[config.mk]
export PLATFORM = sky130hd
export DESIGN_NAME = qpc_position_counter
export DESIGN_NICKNAME = d
export VERILOG_FILES = /design/src/qpc_pkg.sv /design/src/qpc_position_counter.sv
export SDC_FILE = /design/constraint.sdc
export NUM_CORES = 1
export LEC_CHECK = 0
export BUFFER_PORTS_ARGS = -buffer_cell sky130_fd_sc_hd__clkbuf_2
export CAP_MARGIN = 20
export CORE_MARGIN = 10
export CORE_UTILIZATION = 50
export CTS_CLUSTER_DIAMETER = 200
export DETAILED_ROUTE_END_ITERATION = 10
export PLACE_DENSITY = 0.71
export RECOVER_POWER = 100
export SYNTH_ARGS = -nofsm -noshare
export SYNTH_HDL_FRONTEND = slang
export SYNTH_SLANG_ARGS = --single-unit
[constraint.sdc]
create_clock -name sys_clk -period 4 [get_ports sys_clk]
set_input_delay 0.8 -clock sys_clk [delete_from_list [all_inputs] [get_ports sys_clk]]
set_output_delay 0.8 -clock sys_clk [all_outputs]
set_load 0.05 [all_outputs]
[src/qpc_pkg.sv]
`default_nettype none
package qpc_pkg;
  // printed register offsets are indices; byte address is index times four
  localparam logic [9:0]  QPC_CTRL_IDX = 10'h122;
  localparam logic [9:0]  QPC_FILT_IDX = 10'h124;
  localparam logic [9:0]  QPC_POS_IDX  = 10'h126;
  localparam logic [9:0]  QPC_MAX_IDX  = 10'h128;
  localparam logic [11:0] QPC_CTRL_ADDR = {QPC_CTRL_IDX, 2'h0};
  localparam logic [11:0] QPC_FILT_ADDR = {QPC_FILT_IDX, 2'h0};
  localparam logic [11:0] QPC_POS_ADDR  = {QPC_POS_IDX, 2'h0};
  localparam logic [11:0] QPC_MAX_ADDR  = {QPC_MAX_IDX, 2'h0};

  // decoder control register fields
  localparam int QPC_ERR_BIT   = 15;
  localparam int QPC_INDEX_BIT = 12;
  localparam int QPC_DIR_BIT   = 11;
  localparam int QPC_MODE_LSB  = 8;
  localparam int QPC_RSTEN_BIT = 2;
  // filter control register fields
  localparam int QPC_MATCH_LSB = 9;
  localparam int QPC_EVOFF_BIT = 8;

  // mode field bits and codes
  localparam int QPC_MODE_ON_BIT  = 2;
  localparam int QPC_MODE_X4_BIT  = 1;
  localparam int QPC_MODE_MAX_BIT = 0;
  localparam logic [2:0] QPC_MODE_X2_INDEX = 3'h4;
  localparam logic [2:0] QPC_MODE_X4_INDEX = 3'h6;

  // values after reset, and the down-count error limit
  localparam logic [2:0]  QPC_MODE_RESET  = 3'h0;
  localparam logic [1:0]  QPC_MATCH_RESET = 2'h0;
  localparam logic [15:0] QPC_POS_RESET   = 16'h0000;
  localparam logic [15:0] QPC_MAX_RESET   = 16'hFFFF;
  localparam logic [15:0] QPC_DOWN_LIMIT  = 16'hFFFF;
endpackage
`default_nettype wire

[src/qpc_position_counter.sv]
// Design decisions made here: register access over APB and the register offsets.
`timescale 1ns/1ps
`default_nettype none
module qpc_position_counter
  import qpc_pkg::*;
#(
  parameter int ADDR_WIDTH = 12
) (
  input  wire logic                  sys_clk,
  input  wire logic                  reset,
  input  wire logic                  psel,
  input  wire logic                  penable,
  input  wire logic                  pwrite,
  input  wire logic [ADDR_WIDTH-1:0] paddr,
  input  wire logic [31:0]           pwdata,
  output var  logic [31:0]           prdata,
  output var  logic                  pready,
  output var  logic                  pslverr,
  input  wire logic                  phase_a_in,
  input  wire logic                  phase_b_in,
  input  wire logic                  index_in,
  output var  logic                  count_direction,
  output var  logic                  count_error_event,
  output var  logic                  index_event
);

  if (ADDR_WIDTH < 12) begin : g_width_check
    $error("ADDR_WIDTH must be at least 12");
  end

  function automatic logic addr_hit(input logic [ADDR_WIDTH-1:0] a,
                                    input logic [11:0]           r);
    addr_hit = (a == ADDR_WIDTH'(r));
  endfunction

  function automatic logic index_matches(input logic       four_edge,
                                         input logic [1:0] sel,
                                         input logic       a,
                                         input logic       b);
    if (four_edge) begin
      index_matches = (b == sel[1]) && (a == sel[0]);
    end else begin
      index_matches = ((sel[1] ? b : a) == sel[0]);
    end
  endfunction

  // input synchronisers; stage 3 serves edge detection and the direction compare
  logic a_s1, a_s2, a_s3;
  logic b_s1, b_s2, b_s3;
  logic i_s1, i_s2;

  always_ff @(posedge sys_clk) begin
    if (reset) begin
      a_s1 <= 1'b0;
      a_s2 <= 1'b0;
      a_s3 <= 1'b0;
      b_s1 <= 1'b0;
      b_s2 <= 1'b0;
      b_s3 <= 1'b0;
      i_s1 <= 1'b0;
      i_s2 <= 1'b0;
    end else begin
      a_s1 <= phase_a_in;
      a_s2 <= a_s1;
      a_s3 <= a_s2;
      b_s1 <= phase_b_in;
      b_s2 <= b_s1;
      b_s3 <= b_s2;
      i_s1 <= index_in;
      i_s2 <= i_s1;
    end
  end

  // register and decoder state
  logic [15:0] position_counter;
  logic [15:0] maximum_count;
  logic [2:0]  decoder_mode_field;
  logic        index_reset_enable;
  logic        count_error_flag;
  logic [1:0]  index_match_field;
  logic        count_error_irq_disable;
  logic        index_hit_q;

  logic [15:0] next_position_counter;
  logic [15:0] next_maximum_count;
  logic [2:0]  next_decoder_mode_field;
  logic        next_index_reset_enable;
  logic        next_count_error_flag;
  logic [1:0]  next_index_match_field;
  logic        next_count_error_irq_disable;
  logic        next_index_hit_q;
  logic        next_count_direction;
  logic        next_count_error_event;
  logic        next_index_event;
  logic [31:0] next_prdata;
  logic        next_pready;
  logic        next_pslverr;

  logic        a_edge;
  logic        b_edge;
  logic        decode_on;
  logic        four_edge;
  logic        max_mode;
  logic        check_mode;
  logic        count_pulse;
  logic        index_hit;
  logic        index_clear;
  logic        error_hit;
  logic [15:0] stepped;
  logic [15:0] error_limit;
  logic        wr_access;
  logic        rd_cycle;
  logic        wr_ctrl;
  logic        wr_filt;
  logic        wr_pos;
  logic        wr_max;
  logic        any_hit;
  logic [31:0] read_value;

  always_comb begin
    a_edge     = a_s2 ^ a_s3;
    b_edge     = b_s2 ^ b_s3;
    decode_on  = decoder_mode_field[QPC_MODE_ON_BIT];
    four_edge  = decoder_mode_field[QPC_MODE_X4_BIT];
    max_mode   = decoder_mode_field[QPC_MODE_MAX_BIT];
    check_mode = (decoder_mode_field == QPC_MODE_X2_INDEX) ||
                 (decoder_mode_field == QPC_MODE_X4_INDEX);
    // a step where both phases moved at once is ambiguous and dropped
    if (four_edge) begin
      count_pulse = decode_on && (a_edge ^ b_edge);
    end else begin
      count_pulse = decode_on && a_edge && !b_edge;
    end
    // new A against old B gives forward for A leading B
    if (decode_on && (a_edge ^ b_edge)) begin
      next_count_direction = a_s2 ^ b_s3;
    end else begin
      next_count_direction = count_direction;
    end

    if (next_count_direction) begin
      if (max_mode && (position_counter == maximum_count)) begin
        stepped = 16'h0000;
      end else begin
        stepped = position_counter + 16'h0001;
      end
      error_limit = maximum_count + 16'h0001;
    end else begin
      if (max_mode && (position_counter == 16'h0000)) begin
        stepped = maximum_count;
      end else begin
        stepped = position_counter - 16'h0001;
      end
      error_limit = QPC_DOWN_LIMIT;
    end
    error_hit = check_mode && count_pulse && (stepped == error_limit);

    // the index is expected while both phases are low; match field decides
    index_hit = check_mode && i_s2 &&
                index_matches(four_edge, index_match_field,
                              a_s2, b_s2);
    index_clear = index_hit && index_reset_enable;

    wr_access = psel && penable && pready && pwrite;
    rd_cycle  = psel && penable && !pready;
    wr_ctrl   = wr_access && addr_hit(paddr, QPC_CTRL_ADDR);
    wr_filt   = wr_access && addr_hit(paddr, QPC_FILT_ADDR);
    wr_pos    = wr_access && addr_hit(paddr, QPC_POS_ADDR);
    wr_max    = wr_access && addr_hit(paddr, QPC_MAX_ADDR);
    any_hit   = addr_hit(paddr, QPC_CTRL_ADDR) ||
                addr_hit(paddr, QPC_FILT_ADDR) ||
                addr_hit(paddr, QPC_POS_ADDR)  ||
                addr_hit(paddr, QPC_MAX_ADDR);

    // software write of the counter beats any hardware update that cycle
    if (wr_pos) begin
      next_position_counter = pwdata[15:0];
    end else if (index_clear) begin
      next_position_counter = QPC_POS_RESET;
    end else if (count_pulse) begin
      next_position_counter = stepped;
    end else begin
      next_position_counter = position_counter;
    end

    next_maximum_count           = wr_max ? pwdata[15:0] : maximum_count;
    next_decoder_mode_field      = decoder_mode_field;
    next_index_reset_enable      = index_reset_enable;
    next_count_error_flag        = count_error_flag;
    next_index_match_field       = index_match_field;
    next_count_error_irq_disable = count_error_irq_disable;
    if (wr_ctrl) begin
      next_decoder_mode_field = pwdata[QPC_MODE_LSB +: 3];
      next_index_reset_enable = pwdata[QPC_RSTEN_BIT];
      next_count_error_flag   = pwdata[QPC_ERR_BIT];
    end
    if (wr_filt) begin
      next_index_match_field       = pwdata[QPC_MATCH_LSB +: 2];
      next_count_error_irq_disable = pwdata[QPC_EVOFF_BIT];
    end
    // a detection in the clearing cycle must not be lost
    if (error_hit) begin
      next_count_error_flag = 1'b1;
    end

    next_count_error_event = error_hit && !count_error_irq_disable;
    next_index_hit_q       = index_hit;
    next_index_event       = index_hit && !index_hit_q;

    read_value = 32'h0000_0000;
    if (addr_hit(paddr, QPC_CTRL_ADDR)) begin
      read_value[QPC_ERR_BIT]       = count_error_flag;
      read_value[QPC_INDEX_BIT]     = i_s2;
      read_value[QPC_DIR_BIT]       = count_direction;
      read_value[QPC_MODE_LSB +: 3] = decoder_mode_field;
      read_value[QPC_RSTEN_BIT]     = index_reset_enable;
    end else if (addr_hit(paddr, QPC_FILT_ADDR)) begin
      read_value[QPC_MATCH_LSB +: 2] = index_match_field;
      read_value[QPC_EVOFF_BIT]      = count_error_irq_disable;
    end else if (addr_hit(paddr, QPC_POS_ADDR)) begin
      read_value[15:0] = position_counter;
    end else if (addr_hit(paddr, QPC_MAX_ADDR)) begin
      read_value[15:0] = maximum_count;
    end
    // one wait state: data and ready are registered off the first access
    next_pready  = rd_cycle;
    next_pslverr = rd_cycle && !any_hit;
    next_prdata  = (rd_cycle && !pwrite) ? read_value : prdata;
  end

  always_ff @(posedge sys_clk) begin
    if (reset) begin
      position_counter        <= QPC_POS_RESET;
      maximum_count           <= QPC_MAX_RESET;
      decoder_mode_field      <= QPC_MODE_RESET;
      index_reset_enable      <= 1'b0;
      count_error_flag        <= 1'b0;
      index_match_field       <= QPC_MATCH_RESET;
      count_error_irq_disable <= 1'b0;
      index_hit_q             <= 1'b0;
      count_direction         <= 1'b0;
      count_error_event       <= 1'b0;
      index_event             <= 1'b0;
      prdata                  <= 32'h0000_0000;
      pready                  <= 1'b0;
      pslverr                 <= 1'b0;
    end else begin
      position_counter        <= next_position_counter;
      maximum_count           <= next_maximum_count;
      decoder_mode_field      <= next_decoder_mode_field;
      index_reset_enable      <= next_index_reset_enable;
      count_error_flag        <= next_count_error_flag;
      index_match_field       <= next_index_match_field;
      count_error_irq_disable <= next_count_error_irq_disable;
      index_hit_q             <= next_index_hit_q;
      count_direction         <= next_count_direction;
      count_error_event       <= next_count_error_event;
      index_event             <= next_index_event;
      prdata                  <= next_prdata;
      pready                  <= next_pready;
      pslverr                 <= next_pslverr;
    end
  end

  a_dir_forward: assert property (@(posedge sys_clk) disable iff (reset)
    (decode_on && a_edge && !b_edge && (a_s2 != b_s3)) |=> count_direction)
    else $error("forward step did not set direction");

  a_dir_reverse: assert property (@(posedge sys_clk) disable iff (reset)
    (decode_on && a_edge && !b_edge && (a_s2 == b_s3)) |=> !count_direction)
    else $error("reverse step did not clear direction");

  a_count_step: assert property (@(posedge sys_clk) disable iff (reset)
    (count_pulse && next_count_direction && !max_mode && !index_clear &&
     !wr_pos) |=> position_counter == $past(position_counter) + 16'h0001)
    else $error("counter did not step up by one");

  a_mode_off: assert property (@(posedge sys_clk) disable iff (reset)
    (!decode_on && !wr_pos) |=> $stable(position_counter))
    else $error("counter moved with decoding off");

  a_error_gate: assert property (@(posedge sys_clk) disable iff (reset)
    (!check_mode && !wr_ctrl && !count_error_flag) |=> !count_error_flag)
    else $error("error flag set outside checked modes");

  a_error_set: assert property (@(posedge sys_clk) disable iff (reset)
    (check_mode && count_pulse && !next_count_direction &&
     position_counter == 16'h0000 && !wr_pos && !index_clear)
    |=> count_error_flag && position_counter == 16'hFFFF)
    else $error("underflow to all ones not flagged");

  a_irq_disable: assert property (@(posedge sys_clk) disable iff (reset)
    count_error_irq_disable |=> !count_error_event)
    else $error("error event despite disable");

  a_flag_set_wins: assert property (@(posedge sys_clk) disable iff (reset)
    (error_hit && wr_ctrl && !pwdata[QPC_ERR_BIT]) |=> count_error_flag)
    else $error("software clear lost an error");

  a_index_clear: assert property (@(posedge sys_clk) disable iff (reset)
    (index_clear && !wr_pos) |=> position_counter == 16'h0000)
    else $error("qualified index did not clear counter");

  a_max_wrap: assert property (@(posedge sys_clk) disable iff (reset)
    (max_mode && count_pulse && next_count_direction && !wr_pos &&
     position_counter == maximum_count) |=> position_counter == 16'h0000)
    else $error("counter did not wrap at maximum");

  a_index_event: assert property (@(posedge sys_clk) disable iff (reset)
    $rose(index_hit) |=> index_event ##1 !index_event)
    else $error("index event not a single pulse");

  a_sync_delay: assert property (@(posedge sys_clk) disable iff (reset)
    a_edge |-> $past(phase_a_in, 2) != $past(phase_a_in, 3))
    else $error("phase A edge seen without two stage delay");

endmodule
`default_nettype wire

==> impl_metrics.csv <==
group,metric,value,unit
outcome,status,"complete, but fails checks",
outcome,violations,"capacitance limit, slew limit",
final_layout,finish.utilization,0.561,
sta,slew_headroom,-0.955,
setup_path,path_cells,"inv_1 -> ha_1 -> or4bb_1 -> or4_1 -> a221oi_1 -> a211oi_1 -> a2111oi_0 -> nand4_1 -> o32ai_1",
sta,finalCritPeriodShare,0.890,
final_layout,multi_input_area,3170,µm²
floorplanning,ios,89,
cts,clk_latency,360,ps
sta,fin_skew,13.3,ps
synth,ys_ff_latch,70,
routing,firstDrtPassIters,8,
min_path,min-delay-path-class,"register to register",
setup_path,critPathLaunchType,"register",
synth,synth_async_sr_flop_share,0,
final_layout,final_area,5460,µm²
cts,clk_pin_slew,80,ps
cts,cts.path.max_buffers,2,
placement,place.gp.congestion,0.968,
global_routing,grt_overflow_total,0,
routing,ant_nets,0,
routing,wl_per_cell,20.7,µm
synth,ys_types,64,
routing,via_count,5039,
job,maxCapViolations,1,
global_routing,groute.usage.overall,0.230,
sta,tns,0,ps
routing,drc,0,
setup_path,worstPathMaxFanout,9,
cts,post_cts_buffers,0,
sta,holdWs,396,ps
sta,fin_crit,3560,ps
placement,dp_cells,795,
placement,port_buffers,56,
synth,ys_warn_count,0,
power_and_ir_drop,p_leak,2.05,nW
setup_path,end_kind,"register",
sta,worst_pin_slew,2930,ps
setup_path,critPathArrivalTime,3790,ps
cts,cts_hold_buf,0,
cts,numCtsBuffers,9,
cts,cts_resized,0,
sta,rsz0062_at_grt,"false",
synth,ys.flop_type,"dfxtp_1",
sta,report.final.slew_viol_count,69,
synth,postSynthCellCount,647,
setup_path,critical-path-top-delay-family,"simple AND/OR/NAND/NOR gates",
global_routing,grt_pass1_wl,26500,µm
final_layout,n_antenna_cell,0,
final_layout,regArea,1400,µm²
synth,seq_area_frac_synth,0.283,
setup_path,crit_type,"register to register",
floorplanning,rows,36,
cts,cts_tree,"built",
sta,max_freq,281,MHz
placement,dp_hpwl,12100,µm
global_routing,grt_max_degree,69,
cts,htreeDepth,3,
sta,hold_viol_final,0,
routing,via_per_inst,6.21,
final_layout,instances_no_fill,811,
floorplanning,die_w,120,µm
setup_path,required,4230,ps
floorplanning,start_util,0.510,
placement,placed_area,5250,µm²
sta,setup_viol_count_final,0,
routing,finalWirelength,16800,µm
floorplanning,die_h,120,µm
synth,synth_area,4960,µm²
final_layout,fill_cells,970,
setup_path,path_buf_inv,1,
final_layout,drive_gt1_frac,0.130,
synth,synth_edf_count,0,
synth,syn_avg_cell_area,7.67,µm²
power_and_ir_drop,ir_drop,0.169,mV
final_layout,syn2layout_area_growth,10.1,%
final_layout,finalNetCount,729,
global_routing,grt_pass1_vias,4831,
routing,drt_iter0_drc,585,
cts,cts_root_buf,"clkbuf_8",
setup_path,crit_slowest_cell,"or4bb_1",
cts,cts.sinks,70,
floorplanning,dieArea,14300,µm²
global_routing,antenna_found_initial,0,
power_and_ir_drop,power_density,287,nW/µm²
setup_path,cpPeakStageDelay,580,ps
floorplanning,core,9730,µm²
==> Yosys cell counts (11+ instances only) <==
master / n / area share
nor2_1: 77 / 0.058
nor3_1: 39 / 0.039
a211oi_1: 25 / 0.038
nand4_1: 12 / 0.015
a21oi_1: 48 / 0.048
xnor2_1: 39 / 0.069
nand3_1: 18 / 0.018
nor4_1: 16 / 0.020
nor2b_1: 22 / 0.028
inv_1: 16 / 0.012
a211o_1: 17 / 0.030
nand2_1: 32 / 0.024
mux2i_1: 11 / 0.022
clkbuf_1: 49 / 0.037
buf_4: 16 / 0.024
dfxtp_1: 70 / 0.28
a22oi_1: 11 / 0.017
xor2_1: 22 / 0.039
==> kinds of logic (layout without fill, tap and decap cells) <==
group,count (synthesis),after routing,share of synthesized area
AO/OA/AOI/OAI,158,158,0.231
XOR/XNOR,61,61,0.108
adder cells (fa/ha/maj),4,4,0.0101
buffers and inverters,94,110,0.0908
flip-flops,70,70,0.283
multiplexers,13,13,0.0267
other,1,16,0.000756
AND/OR/NAND/NOR,246,246,0.251
==> state kept, by name, summed over array words and instances, names as in the netlist, 2 cells and up <==
register	flops
prdata	16
index_match_field	2
maximum_count	16
position_counter	16
decoder_mode_field	3
==> per-stage QoR <==
step	setup WS, ps	power (mW)
finish	442	1.57
global route	353	1.62
CTS	601	1.58
detailed placement	628	0.867
global placement	609	0.863
floorplan	827	0.839
==> cell type report <==
cell class              count  area share
flip-flops and latches     70       0.257
inverters                  16      0.0110
repair buffers             78      0.0759
multi-input cells         498       0.581
clock buffers               9      0.0227
clock inverters             7      0.0222
well taps                 133      0.0305
==> worst paths after layout <==
path | from | to | slack, ps | depth (start not counted)
max reg2reg | position_counter[1]$_SDFFE_PP0P_ | count_error_flag$_SDFFE_PP0P_ | 440 | 9
min | index_hit_q$_SDFF_PP0_ | index_event$_SDFF_PP0_ | 400 | 1
min reg2reg | index_hit_q$_SDFF_PP0_ | index_event$_SDFF_PP0_ | 400 | 1
max | position_counter[1]$_SDFFE_PP0P_ | count_error_flag$_SDFFE_PP0P_ | 440 | 9
==> where the power goes <==
part / internal (mW) / switching, mW / total [mW]
Combinational: 0.0296 / 0.103 / 0.133
Sequential: 0.708 / 0.00684 / 0.715
Clock: 0.417 / 0.300 / 0.717
==> placed cells by master (no fill, tap or decap), types with 21 or more instances in the layout <==
master and count:
clkbuf_1 23, xor2_1 22, a211oi_1 25, buf_4 21
dfxtp_1 70, a21oi_1 48, nor2b_1 22, nor2_1 76
xnor2_1 39, nand2_1 32, nor3_1 38, clkbuf_2 34
==> routing by layer <==
metal,share of wire,global-route usage,up-vias,wire (µm)
met3,0.093,0.0520,50,1560
li1,-,-,2353,-
met1,0.42,0.297,2362,7140
met2,0.45,0.363,274,7590
met4,0.032,0.0905,0,530
met5,0,0,-,0
(Power assumes the default switching activity.)
